**config.mk**
```make
export PLATFORM = sky130hd
export DESIGN_NAME = bs_agc_config
export DESIGN_NICKNAME = d
export VERILOG_FILES = /design/src/bs_agc_pkg.sv /design/src/bs_agc_config.sv /design/src/loop_gain_select.sv
export SDC_FILE = /design/constraint.sdc
export NUM_CORES = 1
export LEC_CHECK = 0
export ABC_AREA = 0
export BUFFER_PORTS_ARGS = -buffer_cell sky130_fd_sc_hd__buf_4
export CORE_ASPECT_RATIO = 1.4
export CORE_MARGIN = 1
export CORE_UTILIZATION = 25
export CTS_BUF_LIST = sky130_fd_sc_hd__clkbuf_2
export CTS_CLUSTER_SIZE = 30
export DETAILED_ROUTE_END_ITERATION = 6
export PLACE_DENSITY = 0.45
export SYNTH_ARGS = -nofsm -noshare
export SYNTH_HDL_FRONTEND = slang
export SYNTH_SLANG_ARGS = --single-unit
```
**constraint.sdc**
```tcl
create_clock -name core_clk -period 3.4 [get_ports core_clk]
set_input_delay 0.34 -clock core_clk [delete_from_list [all_inputs] [get_ports core_clk]]
set_output_delay 0.34 -clock core_clk [all_outputs]
set_load 0.02 [all_outputs]
```
**src/bs_agc_pkg.sv**
```systemverilog
// shared constants for the bit-sync and gain-control configuration block
package bs_agc_pkg;
   // register addresses on the serial port
   localparam logic [5:0] BS_CFG_ADDR = 6'h1A;
   localparam logic [5:0] AGC_CFG_ADDR = 6'h1B;
   // reset values
   localparam logic [7:0] BS_CFG_RESET = 8'h6C;
   localparam logic [7:0] AGC_CFG_RESET = 8'h03;
   // bit_sync_loop_config fields
   localparam int PRE_KI_LSB = 6;
   localparam int PRE_KP_LSB = 4;
   localparam int POST_KI_BIT = 3;
   localparam int POST_KP_BIT = 2;
   localparam int LIMIT_LSB = 0;
   // agc_limits_and_target fields
   localparam int DVGA_LSB = 6;
   localparam int LNA_LSB = 3;
   localparam int TARGET_LSB = 0;
   // serial frame layout
   localparam int READ_FLAG_BIT = 7;
   localparam logic [4:0] HDR_LAST_BIT = 5'h07;
   localparam logic [4:0] HDR_BITS = 5'h08;
   localparam logic [4:0] FRAME_LAST_BIT = 5'h0F;
   localparam logic [4:0] FRAME_BITS = 5'h10;
   // amplitude target in dB, indexed by code
   localparam logic [7:0][5:0] TARGET_DB_TABLE = {
      6'h2A, 6'h28, 6'h26, 6'h24, 6'h21, 6'h1E, 6'h1B, 6'h18};
   // loop gains are given in half-K units
   localparam logic [3:0] HALF_K = 4'h1;
   localparam logic [3:0] ONE_K = 4'h2;
endpackage : bs_agc_pkg

```
**src/bs_agc_config.sv**
```systemverilog
// bit-sync and gain-control configuration registers behind a serial port
`timescale 1ns/1ns
`default_nettype none
// Summary of operation
// - after sync, bit 3 picks pre-sync integral gain (0) or half the base integral gain (1), reset 1.
// - after sync, bit 2 picks pre-sync proportional gain (0) or the base proportional gain (1), reset 1.
// - bits 1:0 clamp rate offset compensation to 3.125, 6.25 or 12.5 percent for codes 1 to 3.
// - code 00 in bits 1:0, the reset value, turns rate offset compensation off.
// - bits 7:6 of the gain register bar that many of the top digital gain steps, reset 0.
// - bits 5:3 cap the front-end gain, code 0 full, codes 1 to 7 lower it, reset 0.
// - bits 2:0 pick the amplitude target 24 to 42 dB, reset code 3.
// - before sync, bits 7:6 pick one to four times the base integral gain, reset 1.
module bs_agc_config #(
   parameter int SPI_ADDR_WIDTH = 6
) (
   // clock and reset
   input wire logic core_clk,
   input wire logic reset,
   // serial port pins
   input wire logic spi_sclk,
   input wire logic spi_cs_n,
   input wire logic spi_mosi,
   output logic spi_miso_out,
   output logic spi_miso_oe,
   // receive events
   input wire logic rx_start,
   input wire logic sync_detected,
   // clock recovery controls
   output logic [3:0] ki_half,
   output logic [3:0] kp_half,
   output logic post_sync_active,
   output logic rate_comp_en,
   output logic [1:0] rate_offset_saturation,
   // gain controller controls
   output logic [1:0] digital_gain_ceiling,
   output logic [2:0] front_end_gain_ceiling,
   output logic [5:0] amplitude_target_db
);
   import bs_agc_pkg::*;

   if (SPI_ADDR_WIDTH != 6) begin : g_bad_width
      $error("header carries a six-bit address");
   end

   typedef struct packed {
      logic [2:0] sclk_s;
      logic [2:0] cs_s;
      logic [2:0] mosi_s;
      logic sclk_f;
      logic cs_n_f;
      logic mosi_f;
      logic [4:0] bit_cnt;
      logic [7:0] shift;
      logic is_read;
      logic [5:0] addr;
      logic [7:0] tx;
      logic miso;
      logic miso_oe;
      logic [7:0] bs_cfg;
      logic [7:0] agc_cfg;
      logic rate_en;
      logic [1:0] limit;
      logic [1:0] dvga;
      logic [2:0] lna;
      logic [5:0] target;
   } cfg_state_type;

   cfg_state_type q;
   cfg_state_type n;
   logic sclk_rise;
   logic sclk_fall;
   logic [7:0] shift_in;
   logic [7:0] rd_data;
   logic wr_bs;
   logic wr_agc;

   always_comb begin
      n = q;
      wr_bs = 1'b0;
      wr_agc = 1'b0;
      rd_data = 8'h00;
      // index 0 is the first stage, read only by stage 1
      n.sclk_s = {q.sclk_s[1:0], spi_sclk};
      n.cs_s = {q.cs_s[1:0], spi_cs_n};
      n.mosi_s = {q.mosi_s[1:0], spi_mosi};
      if (q.sclk_s[1] == q.sclk_s[2]) begin
         n.sclk_f = q.sclk_s[2];
      end
      if (q.cs_s[1] == q.cs_s[2]) begin
         n.cs_n_f = q.cs_s[2];
      end
      if (q.mosi_s[1] == q.mosi_s[2]) begin
         n.mosi_f = q.mosi_s[2];
      end
      sclk_rise = n.sclk_f && !q.sclk_f;
      sclk_fall = !n.sclk_f && q.sclk_f;
      shift_in = {q.shift[6:0], q.mosi_f};
      unique case (shift_in[5:0])
         BS_CFG_ADDR: rd_data = q.bs_cfg;
         AGC_CFG_ADDR: rd_data = q.agc_cfg;
         default: rd_data = 8'h00;
      endcase
      if (n.cs_n_f) begin
         // deselect aborts any half-done frame; nothing is written
         // acting on the next value drops miso in step with its enable
         n.bit_cnt = 5'h00;
         n.miso = 1'b0;
      end else if (sclk_rise && q.bit_cnt < FRAME_BITS) begin
         n.shift = shift_in;
         n.bit_cnt = q.bit_cnt + 5'h01;
         if (q.bit_cnt == HDR_LAST_BIT) begin
            n.is_read = shift_in[READ_FLAG_BIT];
            n.addr = shift_in[5:0];
            n.tx = rd_data;
         end
         if (q.bit_cnt == FRAME_LAST_BIT && !q.is_read) begin
            // unmapped addresses drop the write
            wr_bs = (q.addr == BS_CFG_ADDR);
            wr_agc = (q.addr == AGC_CFG_ADDR);
         end
      end else if (sclk_fall && q.bit_cnt >= HDR_BITS && q.bit_cnt < FRAME_BITS) begin
         n.miso = q.tx[7];
         n.tx = {q.tx[6:0], 1'b0};
      end
      if (wr_bs) begin
         n.bs_cfg = shift_in;
      end
      if (wr_agc) begin
         n.agc_cfg = shift_in;
      end
      n.miso_oe = !n.cs_n_f;
      n.limit = n.bs_cfg[LIMIT_LSB +: 2];
      n.rate_en = (n.bs_cfg[LIMIT_LSB +: 2] != 2'h0);
      n.dvga = n.agc_cfg[DVGA_LSB +: 2];
      n.lna = n.agc_cfg[LNA_LSB +: 3];
      n.target = TARGET_DB_TABLE[n.agc_cfg[TARGET_LSB +: 3]];
   end

   always_ff @(posedge core_clk) begin
      if (reset) begin
         q <= '0;
         q.cs_s <= 3'h7;
         q.cs_n_f <= 1'b1;
         q.bs_cfg <= BS_CFG_RESET;
         q.agc_cfg <= AGC_CFG_RESET;
         q.target <= TARGET_DB_TABLE[AGC_CFG_RESET[TARGET_LSB +: 3]];
      end else begin
         q <= n;
      end
   end

   loop_gain_select u_gain (
      .core_clk(core_clk),
      .reset(reset),
      .rx_start(rx_start),
      .sync_detected(sync_detected),
      .pre_sync_integral_gain_sel(q.bs_cfg[PRE_KI_LSB +: 2]),
      .pre_sync_proportional_gain_sel(q.bs_cfg[PRE_KP_LSB +: 2]),
      .post_sync_integral_gain_sel(q.bs_cfg[POST_KI_BIT]),
      .post_sync_proportional_gain_sel(q.bs_cfg[POST_KP_BIT]),
      .ki_half(ki_half),
      .kp_half(kp_half),
      .post_sync_active(post_sync_active)
   );

   assign spi_miso_out = q.miso;
   assign spi_miso_oe = q.miso_oe;
   assign rate_comp_en = q.rate_en;
   assign rate_offset_saturation = q.limit;
   assign digital_gain_ceiling = q.dvga;
   assign front_end_gain_ceiling = q.lna;
   assign amplitude_target_db = q.target;
endmodule : bs_agc_config
`default_nettype wire

```
**src/loop_gain_select.sv**
```systemverilog
// clock recovery loop gain selection across the sync word boundary
`timescale 1ns/1ns
`default_nettype none
module loop_gain_select (
   // clock and reset
   input wire logic core_clk,
   input wire logic reset,
   // receive events
   input wire logic rx_start,
   input wire logic sync_detected,
   // configuration
   input wire logic [1:0] pre_sync_integral_gain_sel,
   input wire logic [1:0] pre_sync_proportional_gain_sel,
   input wire logic post_sync_integral_gain_sel,
   input wire logic post_sync_proportional_gain_sel,
   // gains in half-K units
   output logic [3:0] ki_half,
   output logic [3:0] kp_half,
   output logic post_sync_active
);
   import bs_agc_pkg::*;

   typedef struct packed {
      logic post;
      logic [3:0] ki;
      logic [3:0] kp;
   } gain_state_type;

   gain_state_type q;
   gain_state_type n;
   logic [3:0] pre_ki;
   logic [3:0] pre_kp;

   always_comb begin
      n = q;
      // code c gives (c+1) K, i.e. 2(c+1) halves
      pre_ki = {1'b0, pre_sync_integral_gain_sel, 1'b0} + ONE_K;
      pre_kp = {1'b0, pre_sync_proportional_gain_sel, 1'b0} + ONE_K;
      // sync wins over a coincident restart: the frame already locked
      if (sync_detected) begin
         n.post = 1'b1;
      end else if (rx_start) begin
         n.post = 1'b0;
      end
      n.ki = (n.post && post_sync_integral_gain_sel) ? HALF_K : pre_ki;
      n.kp = (n.post && post_sync_proportional_gain_sel) ? ONE_K : pre_kp;
   end

   always_ff @(posedge core_clk) begin
      if (reset) begin
         q.post <= 1'b0;
         q.ki <= {1'b0, BS_CFG_RESET[PRE_KI_LSB +: 2], 1'b0} + ONE_K;
         q.kp <= {1'b0, BS_CFG_RESET[PRE_KP_LSB +: 2], 1'b0} + ONE_K;
      end else begin
         q <= n;
      end
   end

   assign ki_half = q.ki;
   assign kp_half = q.kp;
   assign post_sync_active = q.post;
endmodule : loop_gain_select
`default_nettype wire

```
Word level (Yosys, flattened, before mapping)

Memory sizes are Yosys's and may differ from the RTL's. A register that Yosys moved wholly into a read port is not among the register bits.
Index checks and enable logic that the tools add are counted.
Widths: inputs -> output; s select.

Bits in registers: 72
ROM bits: 48
Bits of input ports: 7
Output and inout port bits: 25
Logic and storage cells: 81
Memories kept: 1

Add/subtract/negate cells: 3
Magnitude comparators: 2
Equal/unequal tests: 10
Mux-type cells: 18
Bitwise gates (word level): 2
Reduce and logical (&&, ||, !) cells: 21

Memory list:

| memory          | words | width | read ports | clocked after Yosys merged registers in | wr ports | RTL line             | source |
|---|---|---|---|---|---|---|---|
| (no name shown) | 8     | 6     | 1          | 1                                       | 0        | bs_agc_config.sv:136 | `n.target = TARGET_DB_TABLE[n.agc_cfg[TARGET_LSB +: 3]];` |

Operator list:

| operator            | number |
|---|---|
| $eq 6x5->1 const B  | 4 |
| $mux 8              | 3 |
| $pmux 8 s2          | 1 |
| $mux 1              | 10 |
| $mux 9              | 1 |
| $add 3x2->4 const B | 2 |
| $logic_and 1x1->1   | 8 |
| $mux 3              | 2 |
| $reduce_and 3->1    | 2 |
| $reduce_or 2->1     | 3 |
| $add 5x1->5 const B | 1 |
| $eq 5x3->1 const B  | 1 |
| $eq 5x4->1 const B  | 1 |
| $ge 5x4->1 const B  | 1 |
| $lt 5x5->1 const B  | 1 |
| $logic_not 1->1     | 4 |
| $reduce_and 2->1    | 2 |
| $reduce_bool 2->1   | 2 |
| $eq 1x1->1          | 3 |
| $mux 2              | 1 |
| $ne 2x1->1 const B  | 1 |
| $not 1->1           | 2 |

Depth between registers and ports, before layout

Word-level depth: 8
Depth in mapped cells: 9
Depth with buffers taken out: 9

Modules after synthesis

From an unflattened synthesis, not the netlist that was laid out.

Cell total of the unflattened synthesis: 310
Area total of the unflattened synthesis: 2979.1 µm²

By module, submodules not included:

| module           | instances | cells each | area each (µm²) | seq. area each (µm²) |
|---|---|---|---|---|
| bs_agc_config    | 1         | 286        | 2683.8          | 1281.2 |
| loop_gain_select | 1         | 24         | 295.3           | 160.2 |

Worst setup path after synthesis

Ideal clock, no wire load.

Kind: reg-to-reg
From: reg q[55] (netlist bit)
To: reg, netlist name amplitude_target_db[1]
Library setup time: 119 ps
Arrival time: 2354 ps
Required time: 3281 ps
Slack: 927 ps
Cell stages (with the launch flop): 10
Path buffers: 0
Clock period less this slack: 2473 ps
Cell sequence: dfxtp_1 ha_1 and3_1 ha_1 and4b_1 nand3_1 nor3_4 mux2_2 ha_1 o221a_2

Cells in the longest elaborated chain, start to end: 6
Elaborated cells on any way between the ends: 8
Classes of those cells: order compare (1); eq/ne (1); mux (4); reduce/logical (2)

Ends and longest elaborated chain:

| what                                               | RTL line             | source |
|---|---|---|
| from (decl)                                        | bs_agc_config.sv:68  | `cfg_state_type q;` |
| from (signal assigned)                             | bs_agc_config.sv:148 | `q <= n;` |
| branches (longest 3 deep; another with $lt 5x5->1) | --                   |  |
| $mux 1 (*)                                         | bs_agc_config.sv:108 | `end else if (sclk_rise && q.bit_cnt < FRAME_BITS) begin` |
| $mux 1 (*)                                         | bs_agc_config.sv:103 | `if (n.cs_n_f) begin` |
| $mux 8 (*)                                         | bs_agc_config.sv:128 | `if (wr_agc) begin` |

Every way passes the cells marked *.
A chain may end at the register's enable or synchronous reset.

Worst setup path after layout

From: reg q[55] (netlist bit)
To: reg, netlist name amplitude_target_db[1]

Cells in the longest elaborated chain, start to end: 6
Elaborated cells on any way between the ends: 8
Classes of those cells: order compare (1); eq/ne (1); mux (4); reduce/logical (2)

Ends and longest elaborated chain:

| what                                               | RTL line |
|---|---|
| branches (longest 3 deep; another with $lt 5x5->1) | -- |
| $mux 1 (*)                                         | bs_agc_config.sv:108 |
| $mux 1 (*)                                         | bs_agc_config.sv:103 |
| $mux 8 (*)                                         | bs_agc_config.sv:128 |

Marks and branches as above.

==> results.toml <==
[critical_path]
crit_slowest_cell = "dfxtp_1"
cp_data_required_time_ns = 3.81
worst-path-buf-inv = 0
cp_top_family = "simple AND/OR/NAND/NOR gates"
max_stage_delay_ns = 0.42
crit_top_cell = "ha_1"
critPathKind = "reg2reg"
worstPathArrival_ns = 3.12
crit_path_start_kind = "register"
cp-end-kind = "register"
crit_chain = "ha_1, and3_1, ha_1, and4b_1, nand3_1, nor3_4, mux2_2, ha_1, o221a_2"
crit_path_max_fanout = 10

[synthesis]
yosys.area.top_type = "dfxtp_1"
yosysWarnings = 0
ys_async_sr_fraction = 0
netlist_top_cells_area = "dfxtp_1, mux2i_1, nor2_1"
synth_top_flop_cell = "dfxtp_1"
ys_ff_latch = 72
synth_cells = 311
yosysSeqAreaShare = 0.489
synth_most_common_cell = "dfxtp_1"
synth_edf_count = 0
synth_commonest_cells = "dfxtp_1, nor2_1, nand2_1"
syn_avg_cell_area_um2 = 9.48
syn_area_mm2 = 0.00295
synth_cell_types = 49
syn_nets = 324
synth.top_cell.area_share = 0.489

[power]
pwr-share-clk = 0.335
p_leak_nw = 1.25
p_sw_uw = 318
p_comb_frac = 0.031
p_int_mw = 1.03
irDropWorstVdd_uv = 152
seqPwrFrac = 0.633
p_sw_frac = 0.235
cellPowerDensity_mw_per_mm2 = 408

[placement]
gp_congestion = 0.724
hpwl_um = 4170
dp_cells = 457
numPortBuffers = 30

[routing]
drt_wl_total_um = 6090
via_per_inst = 4.43
firstDrtPassIters = 4
drc = 0
num_vias = 2107
ant_nets = 0
drt_iter0_drc = 102
wl_per_cell_um = 12.8

[global_routing]
grt_pass1_wl_um = 9940
grtUsageMet2 = 0.177
grt_max_degree = 52
grt_overflow = 0
antenna_found_initial = 0
use_met3 = 0.0260
grt_pass1_vias = 1967
busiest_layer = "met2"
track_usage = 0.108
use_met1 = 0.130

[timing]
hold_viol = 0
period_share = 0.797
grt_setup_unrepaired = "no"
timing.fmax_ghz = 0.369
slew_viol_final = 0
setup_tns_ns = 0
slew_headroom = 0.421
setup_viol = 0
clock_skew_ns = 0.0263
period_minus_slack_ns = 2.71
tightest_slew_ns = 0.861

[layout]
final_cells = 476
drive_gt1_frac = 0.202
syn_to_final_growth_pct = 12.4
finalNetCount = 340

[run]
drv_cap = 0

[clock_network]
cts_made_buffers = 9
clock_sinks = 72
cts_setup_buffers = 0
cts-root-buf = "clkbuf_2"
clk_pin_slew_worst_paths_ns = 0.17
cts_resized = 0
cts_hold_buf = 3
clock_path_buffers = 2
cts_tree = "done"
worstSkewPairLatency_ns = 0.51
cts_max_level = 3

[floorplanning]
coreArea_mm2 = 0.0114
io-pin-count = 32
initial_core_util = 0.259
dieArea_mm2 = 0.0122
dieHeight_um = 131
rows = 46
die_x_um = 93.8

[min_path]
hold_class = "in2reg"

[status]
status = "finished, final reports clean"
## layout by cell type (no fill, tap or decap), types with 2 or more instances in the layout
cell	netlist	final
nor3_1	8	8
clkbuf_2	0	10
nor2_1	40	40
dfxtp_1	72	72
a21o_1	2	2
a21oi_1	18	18
nor2b_1	8	8
ha_1	6	6
a211oi_1	2	2
nand2_1	29	29
and3_1	2	2
nand2b_1	4	4
clkinv_2	0	3
nand3_1	2	2
or2_2	3	3
mux2_2	10	10
dlygate4sd3_1	0	3
inv_1	9	9
nand4_1	3	3
buf_4	14	31
a221oi_1	7	7
xor2_1	2	2
o21ai_0	10	10
and2_1	3	3
mux2i_1	19	19
## power groups by stage
stage                     registers, mW  logic (mW)  clock network (mW)
after CTS                         0.856      0.0432               0.479
after detailed placement          0.873      0.0404                   0
after global placement            0.873      0.0405                   0
after global routing              0.858      0.0475               0.516
after floorplan                   0.876      0.0232                   0
final                             0.856      0.0425               0.453
## per-stage QoR
step	utilization	hold slack [ns]	instance area, µm²	total power [mW]	setup WS, ns
6_report	0.291	0.255	3310	1.35	0.689
5_1_grt	0.291	0.215	3310	1.42	0.482
4_1_cts	0.291	0.192	3310	1.38	0.677
3_5_place_dp	0.279	0.400	3180	0.914	0.694
3_3_place_gp	0.279	0.403	3180	0.914	0.749
2_1_floorplan	-	0.385	2950	0.900	0.927
## final cells by class
cell class | instances | area (µm²)
antenna | 1 | 2.50
clock buffer | 10 | 50.0
clock inverter | 5 | 48.8
fill | 1234 | 8080
inverter | 9 | 33.8
multi-input combinational | 201 | 1290
sequential | 72 | 1440
tap | 144 | 180
timing repair buffer | 34 | 263
## tightest hold or removal path, delay by kind of cell
| kind | cells | cell delay [ns] |
|---|---|---|
| AOI/OAI and AO/OA | 1 | 0.16 |
| and+or+nand+nor | 1 | 0.14 |
| buffers and inverters | 1 | 0.08 |
## metal layers
layer	vias to the layer above	wire length, µm
li1	1080	-
met1	983	2800
met2	37	2980
met3	7	206
met4	0	101
met5	-	0
## cells by family (layout without fill, tap and decap cells)
group | count (synthesis) | after routing | synth area share
xor gates and xnor gates | 3 | 3 | 0.00891
other | 1 | 2 | 0.00127
adders and majority gates | 7 | 7 | 0.0293
buffers and inverters | 38 | 58 | 0.0721
DFF | 72 | 72 | 0.489
muxes | 29 | 29 | 0.103
and+or+nand+nor | 114 | 114 | 0.195
AOI/OAI and AO/OA | 47 | 47 | 0.102
## registers in the layout, summed over array words and instances, names as in the netlist
name	flops
spi_miso_oe	1
q	49
u_gain.ki_half	4
n	6
spi_miso_out	1
amplitude_target_db	6
u_gain.kp_half	3
rate_comp_en	1
u_gain.post_sync_active	1
## path summary, 6_finish.rpt
kind	startpoint	endpoint	slack (ns)	cells past startpoint
hold reg to reg	n[67]	n[68]	0.43	1
setup / recovery	q[55]	amplitude_target_db[1]	0.69	9
hold / removal	sync_detected	u_gain.post_sync_active	0.25	3
setup reg to reg	q[55]	amplitude_target_db[1]	0.69	9
Note: power is estimated with default switching activity, not from simulation.
